## src/core/iee_defs.vh

```
`ifndef IEE_DEFS_VH
`define IEE_DEFS_VH

// ==========================================================
// clock and timing
`define IEE_CLK_MHZ 125
// length of the modelled self-timed write cycle, in ns
`define IEE_WRITE_TIME_NS 100000
`define IEE_BUSY_W 20

// ==========================================================
// select byte layout
`define IEE_TYPE_ID 4'ha
`define IEE_TYPE_MSB 7
`define IEE_TYPE_LSB 4
`define IEE_CHIP_MSB 3
`define IEE_CHIP_LSB 1
`define IEE_RW_BIT 0

// ==========================================================
// byte position within a transfer, also the kind tag on the stream
`define IEE_KIND_SELECT 2'h0
`define IEE_KIND_ADDR_HI 2'h1
`define IEE_KIND_ADDR_LO 2'h2
`define IEE_KIND_DATA 2'h3

// ==========================================================
// bit counting, reset value and buffer full count
`define IEE_LAST_BIT 4'h7
`define IEE_FIRST_BIT_DONE 4'h1
`define IEE_SYNC_RST 6'h00
`define IEE_BUF_CNT_FULL 2'h2

`endif

```

## src/core/iee_sync.v

```verilog
`include "iee_defs.vh"

module iee_sync #(
   parameter W = 6
) (
   // system
   input wire clock,
   input wire rstn,
   // asynchronous inputs and their filtered copies
   input wire [W-1:0] async_in,
   output wire [W-1:0] clean_out
);

   // ==========================================================
   // three-stage capture
   reg [W-1:0] s1_reg;
   reg [W-1:0] s2_reg;
   reg [W-1:0] s3_reg;
   reg [W-1:0] clean_reg;
   wire [W-1:0] clean_next;

   // a bit only moves once stages two and three agree
   assign clean_next = (s2_reg & s3_reg) | (clean_reg & (s2_reg ^ s3_reg));
   assign clean_out = clean_reg;

   always @(posedge clock or negedge rstn) begin
      if (!rstn) begin
         s1_reg <= {W{1'b0}};
         s2_reg <= {W{1'b0}};
         s3_reg <= {W{1'b0}};
         clean_reg <= {W{1'b0}};
      end else begin
         s1_reg <= async_in;
         s2_reg <= s1_reg;
         s3_reg <= s2_reg;
         clean_reg <= clean_next;
      end
   end

endmodule

```

## src/core/iee_buf2.v

```verilog
`include "iee_defs.vh"

module iee_buf2 #(
   parameter W = 10
) (
   // system
   input wire clock,
   input wire rstn,
   // fill side
   input wire in_valid,
   output wire in_ready,
   input wire [W-1:0] in_data,
   // drain side
   output wire out_valid,
   input wire out_ready,
   output wire [W-1:0] out_data
);

   // ==========================================================
   // two entries: head is always the word on offer
   reg [W-1:0] head_reg;
   reg [W-1:0] tail_reg;
   reg [1:0] cnt_reg;
   wire push;
   wire pop;

   assign in_ready = (cnt_reg != `IEE_BUF_CNT_FULL);
   assign out_valid = (cnt_reg != 2'h0);
   assign out_data = head_reg;
   assign push = in_valid & in_ready;
   assign pop = out_valid & out_ready;

   always @(posedge clock or negedge rstn) begin
      if (!rstn) begin
         head_reg <= {W{1'b0}};
         tail_reg <= {W{1'b0}};
         cnt_reg <= 2'h0;
      end else begin
         if (pop) begin
            if (cnt_reg == `IEE_BUF_CNT_FULL) begin
               head_reg <= tail_reg;
            end else if (push) begin
               head_reg <= in_data;
            end
         end else if (push) begin
            if (cnt_reg == 2'h0) begin
               head_reg <= in_data;
            end else begin
               tail_reg <= in_data;
            end
         end
         cnt_reg <= cnt_reg + {1'b0, push} - {1'b0, pop};
      end
   end

endmodule

```

## src/core/iee_slave.v

```verilog
// Function
// - respond only when select byte upper nibble is the type pattern 1010
// - select bits b3,b2,b1 must equal the three chip-select straps
// - an unconnected chip-select strap counts as logic zero
// - write-protect high keeps every write away from the array
// - unconnected write-protect reads low, writes permitted
// - write-protect high: ack select and address, not-ack every data byte
// - on write, ack each received byte in the ninth bit period; a byte arriving at a full stream buffer is not acked
// - start is data falling while clock stays high
// - outside write cycle, watch both lines, ignore traffic until start
// - stop is data rising while clock high; it ends communication
// - stop after a not-acked read byte returns device to standby
// - stop closing a write command launches the self-timed write cycle
// - transmitter releases data after eight bits; receiver pulls ninth low
// - data line only pulled low or released, never driven high
// - device is slave only; never starts transfers or makes the clock
// - while power-on reset is active, stay reset in standby
// - mismatched select byte: deselect, no ack, go to standby
// - write select followed by two address bytes, high byte first
// - only a stop right after a data-byte ack launches the write
// - during the write cycle keep data released and answer nothing
`include "iee_defs.vh"

module iee_slave #(
   parameter [31:0] WRITE_CYCLES = (`IEE_WRITE_TIME_NS * `IEE_CLK_MHZ) / 1000
) (
   // system
   input wire clock,
   input wire rstn,
   // bus lines
   input wire scl_in,
   input wire sda_in,
   output wire sda_out,
   output wire sda_oe,
   // straps, pads carry pull-downs
   input wire strap_select_bit0,
   input wire strap_select_bit1,
   input wire strap_select_bit2,
   input wire write_protect_in,
   // received address and data stream
   output wire wr_valid,
   input wire wr_ready,
   output wire [7:0] wr_data,
   output wire [1:0] wr_kind,
   // read data supply
   input wire [7:0] rd_data,
   output wire rd_take,
   // status
   output wire selected,
   output wire write_start,
   output wire busy
);

   // ==========================================================
   // states
   localparam [8:0] ST_IDLE = 9'h001;
   localparam [8:0] ST_RX = 9'h002;
   localparam [8:0] ST_ACKW = 9'h004;
   localparam [8:0] ST_ACKH = 9'h008;
   localparam [8:0] ST_TX = 9'h010;
   localparam [8:0] ST_TXEND = 9'h020;
   localparam [8:0] ST_MACK = 9'h040;
   localparam [8:0] ST_WAIT = 9'h080;
   localparam [8:0] ST_BUSY = 9'h100;

   localparam [`IEE_BUSY_W-1:0] BUSY_LAST =
      WRITE_CYCLES[`IEE_BUSY_W-1:0] - {{(`IEE_BUSY_W-1){1'b0}}, 1'b1};

   // ==========================================================
   // select byte match
   function match_select;
      input [7:0] sel_byte;
      input [2:0] straps;
      begin
         match_select =
            (sel_byte[`IEE_TYPE_MSB:`IEE_TYPE_LSB] == `IEE_TYPE_ID) &&
            (sel_byte[`IEE_CHIP_MSB:`IEE_CHIP_LSB] == straps);
      end
   endfunction

   // ==========================================================
   // line synchronisers
   wire [5:0] pins_clean;
   wire scl_s;
   wire sda_s;
   wire [2:0] strap_s;
   wire wp_s;

   // straps and write protect reset to zero, so floating pads read low
   iee_sync #(
      .W(6)
   ) u_sync (
      .clock(clock),
      .rstn(rstn),
      .async_in({write_protect_in, strap_select_bit2, strap_select_bit1,
                 strap_select_bit0, sda_in, scl_in}),
      .clean_out(pins_clean)
   );

   assign scl_s = pins_clean[0];
   assign sda_s = pins_clean[1];
   assign strap_s = pins_clean[4:2];
   assign wp_s = pins_clean[5];

   // ==========================================================
   // edges and conditions
   reg scl_d_reg;
   reg sda_d_reg;
   wire scl_rise;
   wire scl_fall;
   wire start_cond;
   wire stop_cond;

   assign scl_rise = scl_s & ~scl_d_reg;
   assign scl_fall = ~scl_s & scl_d_reg;
   assign start_cond = scl_s & scl_d_reg & sda_d_reg & ~sda_s;
   assign stop_cond = scl_s & scl_d_reg & ~sda_d_reg & sda_s;

   // ==========================================================
   // state
   reg [8:0] state_reg;
   reg [8:0] state_next;
   reg [3:0] bit_cnt_reg;
   reg [3:0] bit_cnt_next;
   reg [7:0] shift_reg;
   reg [7:0] shift_next;
   reg [1:0] byte_idx_reg;
   reg [1:0] byte_idx_next;
   reg rw_reg;
   reg rw_next;
   reg ack_ok_reg;
   reg ack_ok_next;
   reg oe_reg;
   reg oe_next;
   reg data_acked_reg;
   reg data_acked_next;
   reg wp_lat_reg;
   reg wp_lat_next;
   reg sel_reg;
   reg sel_next;
   reg take_reg;
   reg take_next;
   reg wstart_reg;
   reg wstart_next;
   reg [`IEE_BUSY_W-1:0] busy_cnt_reg;
   reg [`IEE_BUSY_W-1:0] busy_cnt_next;
   reg push;
   reg [7:0] byte_in;
   reg byte_ok;

   wire buf_ready;
   wire [9:0] buf_out;

   // ==========================================================
   // next state
   always @* begin
      state_next = state_reg;
      bit_cnt_next = bit_cnt_reg;
      shift_next = shift_reg;
      byte_idx_next = byte_idx_reg;
      rw_next = rw_reg;
      ack_ok_next = ack_ok_reg;
      oe_next = oe_reg;
      data_acked_next = data_acked_reg;
      wp_lat_next = wp_lat_reg;
      sel_next = sel_reg;
      take_next = 1'b0;
      wstart_next = 1'b0;
      busy_cnt_next = busy_cnt_reg;
      push = 1'b0;
      byte_in = {shift_reg[6:0], sda_s};
      byte_ok = 1'b0;
      if (state_reg == ST_BUSY) begin
         // bus is ignored entirely until the count expires
         oe_next = 1'b0;
         if (busy_cnt_reg == BUSY_LAST) begin
            state_next = ST_IDLE;
            busy_cnt_next = {`IEE_BUSY_W{1'b0}};
         end else begin
            busy_cnt_next = busy_cnt_reg + {{(`IEE_BUSY_W-1){1'b0}}, 1'b1};
         end
      end else if (start_cond) begin
         // repeated start is legal from any state except ST_BUSY, which is handled first
         state_next = ST_RX;
         bit_cnt_next = 4'h0;
         byte_idx_next = `IEE_KIND_SELECT;
         oe_next = 1'b0;
         data_acked_next = 1'b0;
         wp_lat_next = wp_s;
         sel_next = 1'b0;
      end else if (stop_cond) begin
         oe_next = 1'b0;
         sel_next = 1'b0;
         data_acked_next = 1'b0;
         // the stop's own clock rise counted one bit of the next byte
         if (data_acked_reg && (state_reg == ST_RX) &&
             (bit_cnt_reg == `IEE_FIRST_BIT_DONE)) begin
            state_next = ST_BUSY;
            wstart_next = 1'b1;
            busy_cnt_next = {`IEE_BUSY_W{1'b0}};
         end else begin
            state_next = ST_IDLE;
         end
      end else begin
         case (state_reg)
            ST_RX: begin
               if (scl_rise) begin
                  shift_next = byte_in;
                  bit_cnt_next = bit_cnt_reg + 4'h1;
                  if (bit_cnt_reg == `IEE_FIRST_BIT_DONE) begin
                     data_acked_next = 1'b0;
                  end
                  // protect level is held from start to end of address
                  if (byte_idx_reg != `IEE_KIND_DATA) begin
                     wp_lat_next = wp_lat_reg | wp_s;
                  end
                  if (bit_cnt_reg == `IEE_LAST_BIT) begin
                     if (byte_idx_reg == `IEE_KIND_SELECT) begin
                        if (match_select(byte_in, strap_s)) begin
                           ack_ok_next = 1'b1;
                           rw_next = byte_in[`IEE_RW_BIT];
                           sel_next = 1'b1;
                           state_next = ST_ACKW;
                        end else begin
                           sel_next = 1'b0;
                           state_next = ST_IDLE;
                        end
                     end else begin
                        // a full buffer refuses the byte rather than lose it
                        byte_ok = buf_ready &
                           ((byte_idx_reg != `IEE_KIND_DATA) |
                            ~wp_lat_reg);
                        push = byte_ok;
                        ack_ok_next = byte_ok;
                        state_next = ST_ACKW;
                     end
                  end
               end
            end
            ST_ACKW: begin
               if (scl_fall) begin
                  oe_next = ack_ok_reg;
                  state_next = ST_ACKH;
               end
            end
            ST_ACKH: begin
               if (scl_fall) begin
                  bit_cnt_next = 4'h0;
                  if (!ack_ok_reg) begin
                     oe_next = 1'b0;
                     state_next = ST_WAIT;
                  end else if ((byte_idx_reg == `IEE_KIND_SELECT) &&
                               rw_reg) begin
                     shift_next = rd_data;
                     oe_next = ~rd_data[7];
                     take_next = 1'b1;
                     state_next = ST_TX;
                  end else begin
                     oe_next = 1'b0;
                     state_next = ST_RX;
                     data_acked_next = (byte_idx_reg == `IEE_KIND_DATA);
                     if (byte_idx_reg != `IEE_KIND_DATA) begin
                        byte_idx_next = byte_idx_reg + 2'h1;
                     end
                  end
               end
            end
            ST_TX: begin
               if (scl_fall) begin
                  oe_next = ~shift_reg[7];
               end else if (scl_rise) begin
                  shift_next = {shift_reg[6:0], 1'b0};
                  bit_cnt_next = bit_cnt_reg + 4'h1;
                  if (bit_cnt_reg == `IEE_LAST_BIT) begin
                     state_next = ST_TXEND;
                  end
               end
            end
            ST_TXEND: begin
               if (scl_fall) begin
                  oe_next = 1'b0;
                  state_next = ST_MACK;
               end
            end
            ST_MACK: begin
               if (scl_rise) begin
                  bit_cnt_next = 4'h0;
                  if (!sda_s) begin
                     shift_next = rd_data;
                     take_next = 1'b1;
                     state_next = ST_TX;
                  end else begin
                     state_next = ST_WAIT;
                  end
               end
            end
            ST_WAIT: begin
               oe_next = 1'b0;
            end
            ST_IDLE: begin
               oe_next = 1'b0;
            end
            default: begin
               state_next = ST_IDLE;
               oe_next = 1'b0;
            end
         endcase
      end
   end

   // ==========================================================
   // registers, held in standby while power-on reset is low
   always @(posedge clock or negedge rstn) begin
      if (!rstn) begin
         state_reg <= ST_IDLE;
         bit_cnt_reg <= 4'h0;
         shift_reg <= 8'h00;
         byte_idx_reg <= `IEE_KIND_SELECT;
         rw_reg <= 1'b0;
         ack_ok_reg <= 1'b0;
         oe_reg <= 1'b0;
         data_acked_reg <= 1'b0;
         wp_lat_reg <= 1'b0;
         sel_reg <= 1'b0;
         take_reg <= 1'b0;
         wstart_reg <= 1'b0;
         busy_cnt_reg <= {`IEE_BUSY_W{1'b0}};
         scl_d_reg <= 1'b0;
         sda_d_reg <= 1'b0;
      end else begin
         state_reg <= state_next;
         bit_cnt_reg <= bit_cnt_next;
         shift_reg <= shift_next;
         byte_idx_reg <= byte_idx_next;
         rw_reg <= rw_next;
         ack_ok_reg <= ack_ok_next;
         oe_reg <= oe_next;
         data_acked_reg <= data_acked_next;
         wp_lat_reg <= wp_lat_next;
         sel_reg <= sel_next;
         take_reg <= take_next;
         wstart_reg <= wstart_next;
         busy_cnt_reg <= busy_cnt_next;
         scl_d_reg <= scl_s;
         sda_d_reg <= sda_s;
      end
   end

   // ==========================================================
   // stream buffer toward the memory side
   iee_buf2 #(
      .W(10)
   ) u_buf (
      .clock(clock),
      .rstn(rstn),
      .in_valid(push),
      .in_ready(buf_ready),
      .in_data({byte_idx_reg, byte_in}),
      .out_valid(wr_valid),
      .out_ready(wr_ready),
      .out_data(buf_out)
   );

   // ==========================================================
   // outputs; scl is never driven, the block only listens to it
   assign wr_data = buf_out[7:0];
   assign wr_kind = buf_out[9:8];
   assign sda_out = 1'b0;
   assign sda_oe = oe_reg;
   assign rd_take = take_reg;
   assign selected = sel_reg;
   assign write_start = wstart_reg;
   assign busy = (state_reg == ST_BUSY);

endmodule

```

## config.mk

```make
export PLATFORM = sky130hd
export DESIGN_NAME = iee_slave
export DESIGN_NICKNAME = d
export VERILOG_FILES = /design/src/core/iee_sync.v /design/src/core/iee_buf2.v /design/src/core/iee_slave.v
export VERILOG_INCLUDE_DIRS = /design/src /design/src/core
export SDC_FILE = /design/constraint.sdc
export NUM_CORES = 1
export LEC_CHECK = 0
export BUFFER_PORTS_ARGS = -buffer_cell sky130_fd_sc_hd__clkbuf_2
export CAP_MARGIN = 15
export CORE_ASPECT_RATIO = 0.8
export CORE_UTILIZATION = 65
export CTS_BUF_LIST = sky130_fd_sc_hd__clkbuf_4 sky130_fd_sc_hd__clkbuf_8 sky130_fd_sc_hd__clkbuf_16
export DETAILED_ROUTE_END_ITERATION = 16
export PLACE_DENSITY_LB_ADDON = 0.08
export SLEW_MARGIN = 20
export SYNTH_ARGS = -nofsm -noshare
export SYNTH_HDL_FRONTEND = slang
export SYNTH_HIERARCHICAL = 1
export SYNTH_SLANG_ARGS = --single-unit
```

## constraint.sdc

```tcl
create_clock -name clock -period 7.66 [get_ports clock]
set_input_delay 0 -clock clock [delete_from_list [all_inputs] [get_ports clock]]
set_output_delay 0 -clock clock [all_outputs]
set_load 0.01 [all_outputs]
```

==> results.md <==
- The detailed-route wire length is 10.6 mm.
- Summing the sequential cell areas from Yosys gives 50.3% of the chip area.
- The highest fanout seen on the critical path is 14.
- The repair_antennas step left the layout with diodes totalling 0.
- The most area-hungry cell type in the Yosys netlist is sky130_fd_sc_hd__dfrtp_1.
- By area the synthesized netlist is led by sky130_fd_sc_hd__dfrtp_1, sky130_fd_sc_hd__o21ai_0, sky130_fd_sc_hd__ha_1.
- The estimated wirelength of the detail-placed design is ~7.4 mm.
- The proportion of synthesized flip-flops having asynchronous set or reset is 100%.
- In this run the critical register-to-register path is launched from state_reg[5].
- The final net count is 543.
- The layout overhead on the synthesized area is 11.2%.
- During synthesis, Yosys emitted a total of 6 warnings.
- In the layout the commonest cells are sky130_fd_sc_hd__dfrtp_1, sky130_fd_sc_hd__nand2_1, sky130_fd_sc_hd__o21ai_0.
- In this run the remaining antenna-violating nets after routing total 0.
- After floorplanning, the core was divided into 27 placement rows.
- The number of flip-flops and latches in the synthesized netlist is 99.
- The worst register-to-register path ends at u_buf/tail_reg[8].
- The maximum number of pins on one net before global-route repair is 85.
- The clock skew is 0.0136 ns.
- Port buffering added 32 buffers.
- At the pin with the least slew margin, the transition time is 1.02 ns.
- The path class of the tightest hold or removal check is in -> async.
- The total routing usage reported by global routing is 28.8%.
- Of the available clock period, the critical path in the final layout requires 44.9%.
- The total setup violations reported at the end of the flow is 0.
- The DRC violation count after routing is 0.
- The reported leakage power is 2.54 nW.
- Setup repair after global routing left no endpoint under its margin.
- Counting every net in the synthesized netlist gives roughly 500.
- The post-route netlist has 16.0% of its cells at a drive strength greater than 1.
- The overall power consumption is 1.27 mW.
- The die is 79.8 µm tall.
- The power density of the placed cells is 232 nW/µm².
- At the worst endpoint, the arrival time is 3.71 ns.
- The via count of the first global-routing pass is 3576.
- The synthesized design devotes to its leading area cell type 49.8% of total area.
- The number of max-capacitance violations reported is 0.
- Setup total negative slack on the finished layout was measured at 0 ns.
- In this run the number of H-tree levels came out at 3.
- In this run the deepest clock path goes through 2 buffers.
- The core area is approximately 7100 µm².
- The final max-slew violation count is 0.
- Gates resized during post-CTS repair numbered 0.
- The initial antenna violation count came to 0.
- Derived from the worst setup path, the maximum achievable clock frequency is around 290 MHz.
- The worst setup path is launched from a flip-flop.
- The area of the mapped netlist is 4920 µm².
- The final route contains between 3000 and 4000 vias.
- The final critical-path required period is 3.44 ns.
- For this run, the detailed router's first-pass iteration total came to 4.
- For this run, the leading register cell type out of synthesis is sky130_fd_sc_hd__dfrtp_1.
- The run finished with clean final reports.
- TritonCTS built the clock tree.
- The commonest non-fill, non-tap cell in the layout is sky130_fd_sc_hd__dfrtp_1.
- The average instance in the mapped netlist occupies 10.4 µm².
- The count of endpoints failing hold in the final timing report is 0.
- The netlist uses 62 different library cells.
- STA classifies the critical path endpoint as a flip-flop.
- The remaining global-route overflow is 0.
- TritonCTS created 9 clock buffers.
- The die footprint is ~7900 µm².
- Across the VDD grid, the largest voltage drop is 0.168 mV.
- Tracing the worst setup path back leads to its startpoint at state_reg[5].
- The wire length per cell is ~17 µm.
- The global-route wire length before repair is 17.5 mm.
- Headroom to the max-slew limit came out at 30.0%.
- The detailed router's first-iteration violation count is 277.
- The critical setup path kind is reg -> reg.
- Using the TritonRoute via totals, the vias-per-cell ratio works out to roughly 6.3.
- Clock tree synthesis selected as its root buffer the cell sky130_fd_sc_hd__clkbuf_8.
- In this run the worst setup path terminates at u_buf/tail_reg[8].
- The setup slack of the worst register-to-register path is 4.22 ns.
- The global placement routability congestion is 0.946.
- The required time of the worst setup path is 7.93 ns.
- The die width is 99.3 µm.
- The count of flip-flops with a built-in enable after synthesis is 0.
- The clock-pin slew of the registers on the worst-case setup and hold paths is 0.09 ns.
- The depth of the most critical reg-to-reg path is 6.
- The initial core utilization is 69.4%.
- The number of cells produced by synthesis is 473.
- Pin placement for this block handled 34 I/O pins.
- The clock net sink count is 99.
- The flip-flop count of the largest register, all copies and words added is 20.
- Clock latency on the worst-skew pair, taken at its later pin, is roughly 0.38 ns.
layout make-up:
| class | count | area [µm²] |
|---|---|---|
| repair buffers | 49 | 332 |
| well taps | 87 | 109 |
| clock inverters | 6 | 78.8 |
| inverters | 14 | 52.6 |
| fillers | 479 | 1620 |
| multi-input cells | 340 | 2290 |
| flip-flops and latches | 99 | 2480 |
| clock buffers | 10 | 131 |
cells by family (layout without fill, tap and decap cells):
group | Yosys count | in the layout | synth area share [%]
AO/OA/AOI/OAI | 116 | 116 | 15.7
XOR/XNOR | 8 | 8 | 1.42
adder cells (fa/ha/maj) | 13 | 13 | 3.30
buffers and inverters | 34 | 79 | 3.25
flip-flops | 99 | 99 | 50.3
multiplexers | 26 | 26 | 5.72
other | 1 | 1 | 0.0762
AND/OR/NAND/NOR | 176 | 176 | 20.2
synthesized netlist by cell type, drive strengths merged (2+ instances only):
library cell and n:
mux2 17, nor3 12, nand4 9, a31oi 6
a21oi 11, o31ai 15, a21o 6, nand3 17
o41ai 3, and4 4, clkbuf 12, or4 4
or2 3, a22o 2, inv 14, and4b 2
or3 7, o21ai 53, nor2b 17, nor3b 3
nor4b 2, and2 5, dfrtp 98, and2b 2
buf 8, xnor2 6, ha 13, o211a 10
nand2 37, nor4 6, xor2 2, o211ai 4
nand2b 9, nand3b 12, nor2 23, and3 2
mux2i 9
layer usage:
layer  up-vias  share of wire, %  GRT usage [%]
li1       1807                 -              -
met1      1876                48           41.2
met2       127                45           44.9
met3        18               5.2           5.78
met4         0               1.6           8.53
met5         -                 0              0
per-stage QoR:
step,cells,utilization [%],setup slack (ns),cell area (µm²),hold slack [ns]
2_1_floorplan,473,-,5.01,4920,-0.296
3_3_place_gp,574,71.9,4.05,5100,-0.136
3_5_place_dp,574,71.9,3.84,5100,-0.131
4_1_cts,605,77.0,3.84,5460,0.00663
5_1_grt,605,77.2,3.96,5470,0.0235
6_report,605,77.2,4.22,5470,0.0111
where the power goes:
part	leakage [nW]	total (mW)	switching, mW	internal (mW)
Sequential	1.25	0.643	0.0581	0.585
Clock	0.109	0.352	0.190	0.163
Combinational	1.18	0.276	0.152	0.123
Total	2.54	1.27	0.400	0.871
worst max-delay path: stages, from the launching register on:
cell and delay (ns):
sky130_fd_sc_hd__dfrtp_1 0.45, sky130_fd_sc_hd__nor3_1 0.43, sky130_fd_sc_hd__nand4_1 0.42, sky130_fd_sc_hd__or3_1 0.51, sky130_fd_sc_hd__nor3_2 0.54, sky130_fd_sc_hd__nand3b_1 0.55, sky130_fd_sc_hd__mux2_2 0.44
timing repair:
item	in CTS	in global routing
hold buffers	15	0
hold endpoints to repair	29	0
setup buffers	0	0
worst min-delay path by stage:
stage,from,to,slack (ns)
floorplan,rstn,ack_ok_reg,-0.30
global placement,rstn,u_buf/cnt_reg[1],-0.14
detailed placement,rstn,u_buf/cnt_reg[1],-0.13
CTS,rstn,u_sync/s2_reg[2],0.007
global route,rstn,u_buf/cnt_reg[0],0.02
finish,rstn,u_buf/cnt_reg[0],0.01
No activity file was read; power rests on OpenSTA's default activity.
